$ cat src/mbag_consts.svh
// register map, field positions, reset values of the address generation block
`ifndef MBAG_CONSTS_SVH
`define MBAG_CONSTS_SVH
`define MBAG_OFF_MODE 8'h00
`define MBAG_OFF_BREV 8'h04
`define MBAG_OFF_XSTART 8'h08
`define MBAG_OFF_XEND 8'h0C
`define MBAG_OFF_YSTART 8'h10
`define MBAG_OFF_YEND 8'h14
`define MBAG_OFF_STATUS 8'h18
`define MBAG_XSEL_LSB 0
`define MBAG_YSEL_LSB 4
`define MBAG_RSEL_LSB 8
`define MBAG_YEN_BIT 14
`define MBAG_XEN_BIT 15
`define MBAG_REN_BIT 15
`define MBAG_SEL_OFF 4'hF
`define MBAG_MODE_RST 16'h0FFF
`define MBAG_BREV_RST 16'h0000
`define MBAG_BUF_RST 16'h0000
`endif

$ cat src/mbag_pkg.sv
// types shared by the address generation block
package mbag_pkg;
  typedef enum logic [2:0] {
    AM_INDIRECT, AM_POST_INC, AM_POST_DEC, AM_PRE_INC, AM_PRE_DEC, AM_REG_OFFSET, AM_LIT_OFFSET
  } mbag_mode_t;
  typedef enum logic [1:0] {SP_X_READ, SP_X_WRITE, SP_Y} mbag_space_t;
  typedef struct packed {
    logic [15:0] mode_ctl;
    logic [15:0] brev_ctl;
    logic [15:0] x_start;
    logic [15:0] x_end;
    logic [15:0] y_start;
    logic [15:0] y_end;
    logic bus_pend;
    logic bus_wr;
    logic [7:0] bus_addr;
    logic [31:0] rdata;
    logic ea_valid;
    logic [15:0] ea;
    logic wb_en;
    logic [15:0] wb;
    logic ea_bitrev;
    logic ea_wrap;
    logic [15:0] wrap_count;
  } mbag_state_t;
endpackage

$ cat src/mbag_modulo.sv
// circular buffer boundary correction for one effective address
`timescale 1ns/1ps
module mbag_modulo
(
  input wire logic en,
  input wire logic word_only,
  input wire logic [15:0] addr,
  input wire logic [15:0] start_addr,
  input wire logic [15:0] end_addr,
  output logic [15:0] fixed_addr,
  output logic wrapped
);
  logic [15:0] len;

  // length wraps to zero for a full 64 KB buffer, which still corrects right modulo 2^16
  assign len = 16'(end_addr - start_addr + 16'h0001);

  // compare, not equality, so jumps past a limit still land inside
  always_comb
  begin
    fixed_addr = addr;
    wrapped = 1'b0;
    if (en && addr > end_addr)
    begin
      fixed_addr = 16'(addr - len);
      wrapped = 1'b1;
    end
    else if (en && addr < start_addr)
    begin
      fixed_addr = 16'(addr + len);
      wrapped = 1'b1;
    end
    if (en && word_only)
    begin
      fixed_addr[0] = 1'b0;
    end
  end
endmodule

$ cat src/mbag_top.sv
// modulo and bit-reversed address generation with AHB-Lite register slave
`timescale 1ns/1ps
`include "mbag_consts.svh"
module mbag_top
(
  input wire logic hclk,
  input wire logic hresetn,
  input wire logic ce,
  input wire logic hsel,
  input wire logic [31:0] haddr,
  input wire logic [1:0] htrans,
  input wire logic hwrite,
  input wire logic [2:0] hsize,
  input wire logic [31:0] hwdata,
  input wire logic hready,
  output logic hreadyout,
  output logic hresp,
  output logic [31:0] hrdata,
  input wire logic req_valid,
  input wire mbag_pkg::mbag_space_t req_space,
  input wire logic [3:0] req_reg,
  input wire mbag_pkg::mbag_mode_t req_mode,
  input wire logic req_byte,
  input wire logic [15:0] req_ptr,
  input wire logic [15:0] req_mod,
  output logic ea_valid,
  output logic [15:0] ea_addr,
  output logic ea_wb_en,
  output logic [15:0] ea_wb_data,
  output logic ea_bitrev,
  output logic ea_wrapped
);
  import mbag_pkg::*;

  mbag_state_t s_q;
  mbag_state_t s_d;
  logic is_x;
  logic [3:0] mod_sel;
  logic mod_bit;
  logic [3:0] rev_sel;
  logic rev_on;
  logic mod_on;
  logic is_pre;
  logic is_post;
  logic [15:0] target;
  logic [15:0] fixed;
  logic wrapped;
  logic [15:0] rev_next;
  logic [15:0] buf_start;
  logic [15:0] buf_end;
  logic addr_phase;
  logic [31:0] rd_mux;
  logic [31:0] wr_merged;

  // carry runs from the msb down: reverse both, add, reverse back
  function automatic logic [15:0] rev_add(input logic [15:0] ptr, input logic [14:0] pivot);
    logic [14:0] a;
    logic [14:0] b;
    logic [14:0] s;
    logic [14:0] r;
    for (int i = 0; i < 15; i++)
    begin
      a[i] = ptr[15 - i];
      b[i] = pivot[14 - i];
    end
    s = 15'(a + b);
    for (int i = 0; i < 15; i++)
    begin
      r[i] = s[14 - i];
    end
    return {r, 1'b0};
  endfunction

  // handshake outputs; the bus stalls while the clock enable freezes state
  assign hreadyout = ce;
  assign hresp = 1'b0;
  assign hrdata = s_q.rdata;
  assign ea_valid = s_q.ea_valid;
  assign ea_addr = s_q.ea;
  assign ea_wb_en = s_q.wb_en;
  assign ea_wb_data = s_q.wb;
  assign ea_bitrev = s_q.ea_bitrev;
  assign ea_wrapped = s_q.ea_wrap;

  // unit selection: X read and X write share the X limits, Y has its own
  assign is_x = req_space != SP_Y;
  assign mod_sel = is_x ? s_q.mode_ctl[`MBAG_XSEL_LSB +: 4] : s_q.mode_ctl[`MBAG_YSEL_LSB +: 4];
  assign mod_bit = is_x ? s_q.mode_ctl[`MBAG_XEN_BIT] : s_q.mode_ctl[`MBAG_YEN_BIT];
  assign rev_sel = s_q.mode_ctl[`MBAG_RSEL_LSB +: 4];
  assign buf_start = is_x ? s_q.x_start : s_q.y_start;
  assign buf_end = is_x ? s_q.x_end : s_q.y_end;
  assign is_pre = req_mode == AM_PRE_INC || req_mode == AM_PRE_DEC;
  assign is_post = req_mode == AM_POST_INC || req_mode == AM_POST_DEC;

  // reversal only for word writes through the chosen pointer with increment modes
  assign rev_on = req_space == SP_X_WRITE && rev_sel != `MBAG_SEL_OFF
    && s_q.brev_ctl[`MBAG_REN_BIT] && req_reg == rev_sel
    && (req_mode == AM_PRE_INC || req_mode == AM_POST_INC) && !req_byte;

  // any working register but 15 may be the circular pointer; reversal masks modulo in X write
  assign mod_on = mod_sel != `MBAG_SEL_OFF && mod_bit && req_reg == mod_sel
    && !rev_on;

  // pivot is a word count, so it adds above bit 0 of the byte address
  assign rev_next = rev_add(req_ptr, s_q.brev_ctl[14:0]);

  // address before correction: indirect uses the pointer as is
  assign target = req_mode == AM_INDIRECT ? req_ptr : 16'(req_ptr + req_mod);

  mbag_modulo u_modulo
  (
    .en(mod_on),
    .word_only(!is_x),
    .addr(target),
    .start_addr(buf_start),
    .end_addr(buf_end),
    .fixed_addr(fixed),
    .wrapped(wrapped)
  );

  // bus bookkeeping
  assign addr_phase = hsel && hready && htrans[1];
  assign wr_merged = s_q.bus_pend && s_q.bus_wr ? hwdata : 32'h00000000;

  // read data is sampled in the address phase; a write still in its data phase is forwarded
  always_comb
  begin
    rd_mux = 32'h00000000;
    unique case (haddr[7:0])
      `MBAG_OFF_MODE: rd_mux = {16'h0000, s_q.mode_ctl};
      `MBAG_OFF_BREV: rd_mux = {16'h0000, s_q.brev_ctl};
      `MBAG_OFF_XSTART: rd_mux = {16'h0000, s_q.x_start};
      `MBAG_OFF_XEND: rd_mux = {16'h0000, s_q.x_end};
      `MBAG_OFF_YSTART: rd_mux = {16'h0000, s_q.y_start};
      `MBAG_OFF_YEND: rd_mux = {16'h0000, s_q.y_end};
      `MBAG_OFF_STATUS: rd_mux = {s_q.wrap_count, 14'h0000, s_q.ea_wrap, s_q.ea_bitrev};
      default: rd_mux = 32'h00000000;
    endcase
    if (s_q.bus_pend && s_q.bus_wr && s_q.bus_addr == haddr[7:0]
      && haddr[7:0] != `MBAG_OFF_STATUS && haddr[31:8] == 24'h000000 && rd_mux != 32'h00000000
      || s_q.bus_pend && s_q.bus_wr && s_q.bus_addr == haddr[7:0]
      && haddr[7:0] < `MBAG_OFF_STATUS && haddr[1:0] == 2'h0)
    begin
      rd_mux = {16'h0000, wr_merged[15:0]};
    end
    if (haddr[31:8] != 24'h000000)
    begin
      rd_mux = 32'h00000000;
    end
  end

  // next state of the whole block
  always_comb
  begin
    s_d = s_q;
    // write data phase; unmapped and status offsets ignore the write
    if (s_q.bus_pend && s_q.bus_wr)
    begin
      unique case (s_q.bus_addr)
        `MBAG_OFF_MODE: s_d.mode_ctl = hwdata[15:0];
        `MBAG_OFF_BREV: s_d.brev_ctl = hwdata[15:0];
        `MBAG_OFF_XSTART: s_d.x_start = hwdata[15:0];
        `MBAG_OFF_XEND: s_d.x_end = hwdata[15:0];
        `MBAG_OFF_YSTART: s_d.y_start = hwdata[15:0];
        `MBAG_OFF_YEND: s_d.y_end = hwdata[15:0];
        default: s_d.bus_pend = 1'b0;
      endcase
    end
    // address phase
    s_d.bus_pend = addr_phase;
    s_d.bus_wr = addr_phase && hwrite;
    s_d.bus_addr = haddr[31:8] == 24'h000000 ? haddr[7:0] : 8'hFF;
    if (addr_phase && !hwrite)
    begin
      s_d.rdata = rd_mux;
    end
    // address generation, one result per request, one cycle later
    s_d.ea_valid = req_valid;
    s_d.wb_en = 1'b0;
    s_d.ea_bitrev = 1'b0;
    s_d.ea_wrap = 1'b0;
    if (req_valid)
    begin
      s_d.ea = fixed;
      s_d.wb = fixed;
      s_d.ea_wrap = wrapped;
      unique case (req_mode)
        AM_INDIRECT: s_d.ea = req_ptr;
        AM_POST_INC, AM_POST_DEC:
        begin
          s_d.ea = req_ptr;
          s_d.wb_en = 1'b1;
        end
        AM_PRE_INC, AM_PRE_DEC: s_d.wb_en = 1'b1;
        AM_REG_OFFSET, AM_LIT_OFFSET: s_d.wb_en = 1'b0;
        default: s_d.ea = req_ptr;
      endcase
      if (rev_on)
      begin
        // mode increment ignored, bit 0 forced clear
        s_d.ea_bitrev = 1'b1;
        s_d.ea_wrap = 1'b0;
        s_d.wb = rev_next;
        s_d.ea = is_pre ? rev_next : {req_ptr[15:1], 1'b0};
      end
      if (wrapped)
      begin
        s_d.wrap_count = 16'(s_q.wrap_count + 16'h0001);
      end
    end
  end

  // whole state held while the clock enable is low
  always_ff @(posedge hclk or negedge hresetn)
  begin
    if (!hresetn)
    begin
      s_q <= '0;
      s_q.mode_ctl <= `MBAG_MODE_RST;
      s_q.brev_ctl <= `MBAG_BREV_RST;
      s_q.x_start <= `MBAG_BUF_RST;
      s_q.x_end <= `MBAG_BUF_RST;
      s_q.y_start <= `MBAG_BUF_RST;
      s_q.y_end <= `MBAG_BUF_RST;
    end
    else if (ce)
    begin
      s_q <= s_d;
    end
  end
endmodule

$ cat config.mk
export PLATFORM = sky130hd
export DESIGN_NAME = mbag_top
export DESIGN_NICKNAME = d
export VERILOG_FILES = /design/src/mbag_pkg.sv /design/src/mbag_modulo.sv /design/src/mbag_top.sv
export VERILOG_INCLUDE_DIRS = /design/src
export SDC_FILE = /design/constraint.sdc
export NUM_CORES = 1
export LEC_CHECK = 0
export BUFFER_PORTS_ARGS = -buffer_cell sky130_fd_sc_hd__buf_2
export CORE_ASPECT_RATIO = 2
export CORE_MARGIN = 3
export CORE_UTILIZATION = 60
export DETAILED_ROUTE_END_ITERATION = 8
export GPL_TIMING_DRIVEN = 0
export PLACE_DENSITY_LB_ADDON = 0.3
export SYNTH_ARGS = -nofsm -noshare
export SYNTH_HDL_FRONTEND = slang
export SYNTH_SLANG_ARGS = --single-unit
export TNS_END_PERCENT = 20
$ cat constraint.sdc
create_clock -name hclk -period 11 [get_ports hclk]
set_input_delay 1.1 -clock hclk [delete_from_list [all_inputs] [get_ports hclk]]
set_output_delay 1.1 -clock hclk [all_outputs]
set_load 0.03 [all_outputs]
* After elaboration in Yosys (flattened, before gate mapping)
Index checks and enable logic that the tools add are counted.
** Storage, ports and cells
- Word-level logic and storage cells :: 121
- Flip-flop bits (word level) :: 190
- Output and inout port bits :: 70
- Bits of input ports :: 118
** Cells by class
- Reductions and logical operators :: 47
- Add/subtract/negate cells :: 7
- Eq/ne operators :: 25
- Order comparisons :: 3
- Multiplexer cells :: 22
** Operators by type and width (number)
- $pmux W32 S7 :: 1
- $mux W16 :: 10
- $mux W32 :: 2
- $eq A8 B5 Y1 const B :: 5
- $mux W35 :: 1
- $add A16 B1 Y16 const B :: 2
- $add A16 B16 Y16 :: 2
- $eq A8 B4 Y1 const B :: 4
- $reduce_bool A32 Y1 :: 1
- $sub A16 B16 Y16 :: 2
- $logic_not A24 Y1 :: 1
- $reduce_bool A24 Y1 :: 1
- $logic_and A1 B1 Y1 :: 22
- $reduce_and A3 Y1 :: 7
- $mux W18 :: 1
- $eq A8 B3 Y1 const B :: 2
- $gt A16 B16 Y1 :: 1
- $logic_not A8 Y1 :: 2
- $lt A16 B16 Y1 :: 1
- $add A15 B15 Y15 :: 1
- $eq A3 B3 Y1 const B :: 3
- $eq A4 B4 Y1 :: 2
- $eq A8 B8 Y1 :: 1
- $lt A8 B5 Y1 const B :: 1
- 15 further kinds :: 28

* Logic depth before layout (Yosys ltp)
- Word-level depth :: 14
- Mapped depth :: 31
- Mapped depth without buffers :: 27

* Hierarchy
From an unflattened synthesis, not the netlist that was laid out.
** Unflattened totals
- Cell total of the unflattened synthesis :: 1652
- Area, all modules :: 14863.0 sq um
** By module, submodules not included
- mbag_top :: times used 1, sequential area each 4769.6 sq um, cells an instance 1184, area an instance 11370.9 sq um
- mbag_modulo :: times used 1, sequential area each 0.0 sq um, cells an instance 468, area an instance 3492.1 sq um

* Worst setup path after synthesis
No wires, ideal clock.
- Path type :: input to register
- Start :: in req_space[0]
- End :: reg s_q (netlist bit ea_addr[15])
- Stages on the path :: 29
- Required time :: 10.876 ns
- Buffers on the path :: 5
- Path slack :: 4.066 ns
- Library setup time :: 0.124 ns
- Arrival time :: 6.811 ns
- Path through :: nand2b_4 > buf_6 > buf_6 > buf_2 > buf_1 > clkbuf_1 > mux2i_1 > ha_1 > ha_1 > a21o_1 > a21oi_1 > o21bai_1 > a21oi_1 > o21bai_1 > a21oi_1 > nor2b_1 > o21a_1 > o41ai_1 > o21bai_1 > a21o_1 > xnor2_1 > ha_1 > o31ai_1 > xnor3_1 > nand3_1 > and3_4 > nor3_2 > xnor2_1 > o21ai_1
** On the way
- Word-level cells in the longest chain between the ends :: 13
- Elaborated cells between the ends (all ways) :: 29
- Classes of those cells :: add/sub (4); order compare (2); eq/ne (4); mux (8); reduce/logical (11)
** RTL lines
- start, declared :: line mbag_top.sv:20 : input wire mbag_pkg::mbag_space_t req_space,
- branches (longest 12 deep; another with $sub A16 B16 Y16)
- $mux W16 * :: line mbag_top.sv:198 : if (rev_on)
- end, declared :: line mbag_top.sv:35 : mbag_state_t s_q;
Every way passes the cells marked *.
A chain may end at the register's enable or synchronous reset.

* Worst setup path in the final report
Same ends and word-level chain as after synthesis.

==> results.yml <==
die:
  die_area_sq_um: 25400
  die_h_um: 223
  coreArea_sq_um: 22800
  row_count: 78
  dieWidth_um: 114
  pin_count: 188
  start_util_pct: 61.6
logic_synthesis:
  synthArstFlopShare_pct: 100
  synth_top_cell_area_share_pct: 31.6
  netlist_area_sq_um: 14100
  ys.flop_type: "dfrtp_1"
  synth_edf_count: 0
  ys_seq_area_share_pct: 33.9
  synth_common_cells: "178 x dfrtp_1, 113 x ha_1, 112 x mux2_2"
  ys_seq_elements: 190
  synth_top_area_cell: "dfrtp_1"
  synth_top_cells_by_area: "dfrtp_1 32%, ha_1 10%, mux2_2 9.0%"
  mappedNetlistNets: 1725
  ys_warn_count: 0
  synthCells: 1489
  yosysUniqueCellTypes: 83
  postSynthAreaPerCell_sq_um: 9.45
  yosysMostFrequentCell: "dfrtp_1"
setup_path:
  crit_cells: 32
  criticalPathCategory: "input pin to flip-flop"
  cpMostUsedCell: "a21oi_1"
  reg2reg_depth: 25
  arrival_ns: 8.68
  cp-end-kind: "flip-flop"
  crit_family: "compound AO/OA/AOI/OAI gates"
  cp_num_buf_inv: 7
  crit_path_max_incr_delay_ns: 0.82
  crit_required_ns: 11.34
  cp_slowest_cell: "clkbuf_1"
  critPathMaxFanout: 10
  worst_setup_path_start_kind: "input pin"
placed_design:
  portBuffers: 163
  place.detailed.hpwl_um: 34700
  placed_area_sq_um: 15300
  place.gp.congestion: 0.946
layout:
  fillCellCount: 1816
  drive_gt1_share_pct: 25.2
  nNetsFinal: 1908
  design_area_sq_um: 15900
  area_growth_pct: 12.8
cts:
  cts.sinks: 190
  numCtsBuffers: 17
  cts.clk_slew.worst_paths_ns: 0.07
  cts_hold_buffers: 0
  htreeDepth: 4
  postCtsSetupRepairBufs: 0
  cts.repair.resized: 0
  ctsLongestPathBuffers: 2
  root_buffer: "clkbuf_16"
  cts_tree: "built"
  clkLatencyLatePin_ns: 0.47
detailed_routing:
  ant_nets: 0
  vias: 12700
  wl_per_cell_um: 22.2
  wl_um: 43800
  drt-pass1-iter-count: 7
  drtIter0Drc: 902
  via_per_inst: 6.47
  drc: 0
global_routing:
  gr-usage-all-layers_pct: 34.4
  grt-ovfl-total: 0
  grt_pass1_vias: 13000
  antenna_found_initial: 3
  grt_max_degree: 113
  grt_pass1_wl_um: 67700
sta:
  final-hold-violation-count: 0
  slew_violations: 8
  fmax_mhz: 120
  whs_ns: 0.486
  fin_crit_ns: 8.34
  rsz0062_at_grt: "false"
  clock_skew_ns: 0.0101
  fin_crit_sh_pct: 75.8
  finalSetupViolations: 0
  final.setup.tns_ns: 0
  relSlewSlack_pct: -4.16
  tightest_slew_ns: 1.55
hold_path:
  hp-class: "flip-flop to flip-flop"
  hold_path_depth: 2
run_status:
  violations: "max-capacitance violations, max-slew violations"
  status: "finished, violations left"
power_and_ir_drop:
  p_total_w: 0.00187
  ir_drop_mv: 0.133
  p_per_area_nw_per_um2: 118
  p_leak_nw: 7.50
run:
  drv_cap: 2
## placed cells by master (no fill, tap or decap), drive strengths merged, types with 15 or more instances in the layout
| cell | netlist | layout |
|---|---|---|
| a21o | 26 | 26 |
| a21oi | 81 | 81 |
| a22o | 20 | 20 |
| a22oi | 45 | 45 |
| a31oi | 47 | 47 |
| buf | 79 | 243 |
| clkbuf | 43 | 65 |
| dfrtp | 178 | 178 |
| ha | 113 | 113 |
| inv | 58 | 62 |
| mux2 | 112 | 112 |
| mux2i | 30 | 30 |
| nand2 | 102 | 102 |
| nand3 | 39 | 39 |
| nor2 | 108 | 108 |
| nor2b | 16 | 16 |
| nor3 | 35 | 35 |
| o21ai | 91 | 91 |
| o21bai | 15 | 15 |
| xnor2 | 51 | 51 |
| xor2 | 21 | 21 |
## cell families after synthesis
logic type	Yosys count	share of synthesized area (%)
buffers and inverters	180	6.89
flip-flops	190	33.9
adder cells (fa/ha/maj)	118	10.8
other	1	0.0266
AND/OR/NAND/NOR	375	13.2
multiplexers	142	11.1
XOR/XNOR	74	4.86
AO/OA/AOI/OAI	409	19.3
## routing by layer
layer	up-vias	share of wire, %	GRT usage, %
met5	-	0	0
met4	0	9.4	28.2
met3	222	5.5	5.72
met2	616	51	60.4
met1	6111	34	34.8
li1	5776	-	-
## worst reg2reg max path: cells and delay by family, from the launching register on
family	cells	cell delay (ns)
AOI/OAI and AO/OA	13	2.55
adders and majority gates	3	0.97
and+or+nand+nor	4	0.58
xor gates and xnor gates	3	0.56
DFF	1	0.41
muxes	1	0.31
buffers and inverters	1	0.09
## registers in the layout (all words and copies together), names as in the netlist, 4 cells and up
name,count
hrdata,32
ea_addr,16
s_q,118
ea_wb_data,16
rev_sel,4
## final timing paths
check	from	slack, ns	endpoint
min in group asynchronous	hresetn	0.58	ea_addr[10]$_DFFE_PN0P_
worst max-delay path	req_space[0]	2.66	ea_addr[15]$_DFFE_PN0P_
worst min register to register	ea_wb_data[5]$_DFFE_PN0P_	0.49	ea_wb_data[5]$_DFFE_PN0P_
max in group asynchronous	hresetn	9.43	s_q[129]$_DFFE_PN0P_
worst max register to register	s_q[128]$_DFFE_PN0P_	5.43	ea_addr[15]$_DFFE_PN0P_
worst min-delay path	ea_wb_data[5]$_DFFE_PN0P_	0.49	ea_wb_data[5]$_DFFE_PN0P_
## per-stage QoR
stage                     setup WS [ns]  util, %  instances
final                              2.66     69.5       1968
after global routing               2.31     69.5       1968
after CTS                          2.79     69.5       1965
after detailed placement           2.37     66.9       1933
after global placement             2.44     66.7       1932
after floorplan                    4.07        -       1489
## power by group
part	total (W)	internal, W	switching (W)	leakage [nW]
clock network	0.000636	0.000351	0.000286	0.280
registers	0.000738	0.000723	0.0000143	2.49
logic	0.000499	0.000192	0.000307	4.73
total	0.00187	0.00127	0.000607	7.50
## final cells by class
cell class,count,area [sq um],area share [%]
Antenna cell,3,7.51,0.0473
Clock buffer,22,464,2.92
Multi-Input combinational cell,1119,8340,52.5
Timing Repair Buffer,164,853,5.37
Sequential cell,190,4770,30.0
Tap cell,280,350,2.21
Inverter,58,218,1.37
Clock inverter,10,129,0.812
Buffer,122,752,4.74
No activity file was read; power rests on OpenSTA's default activity.
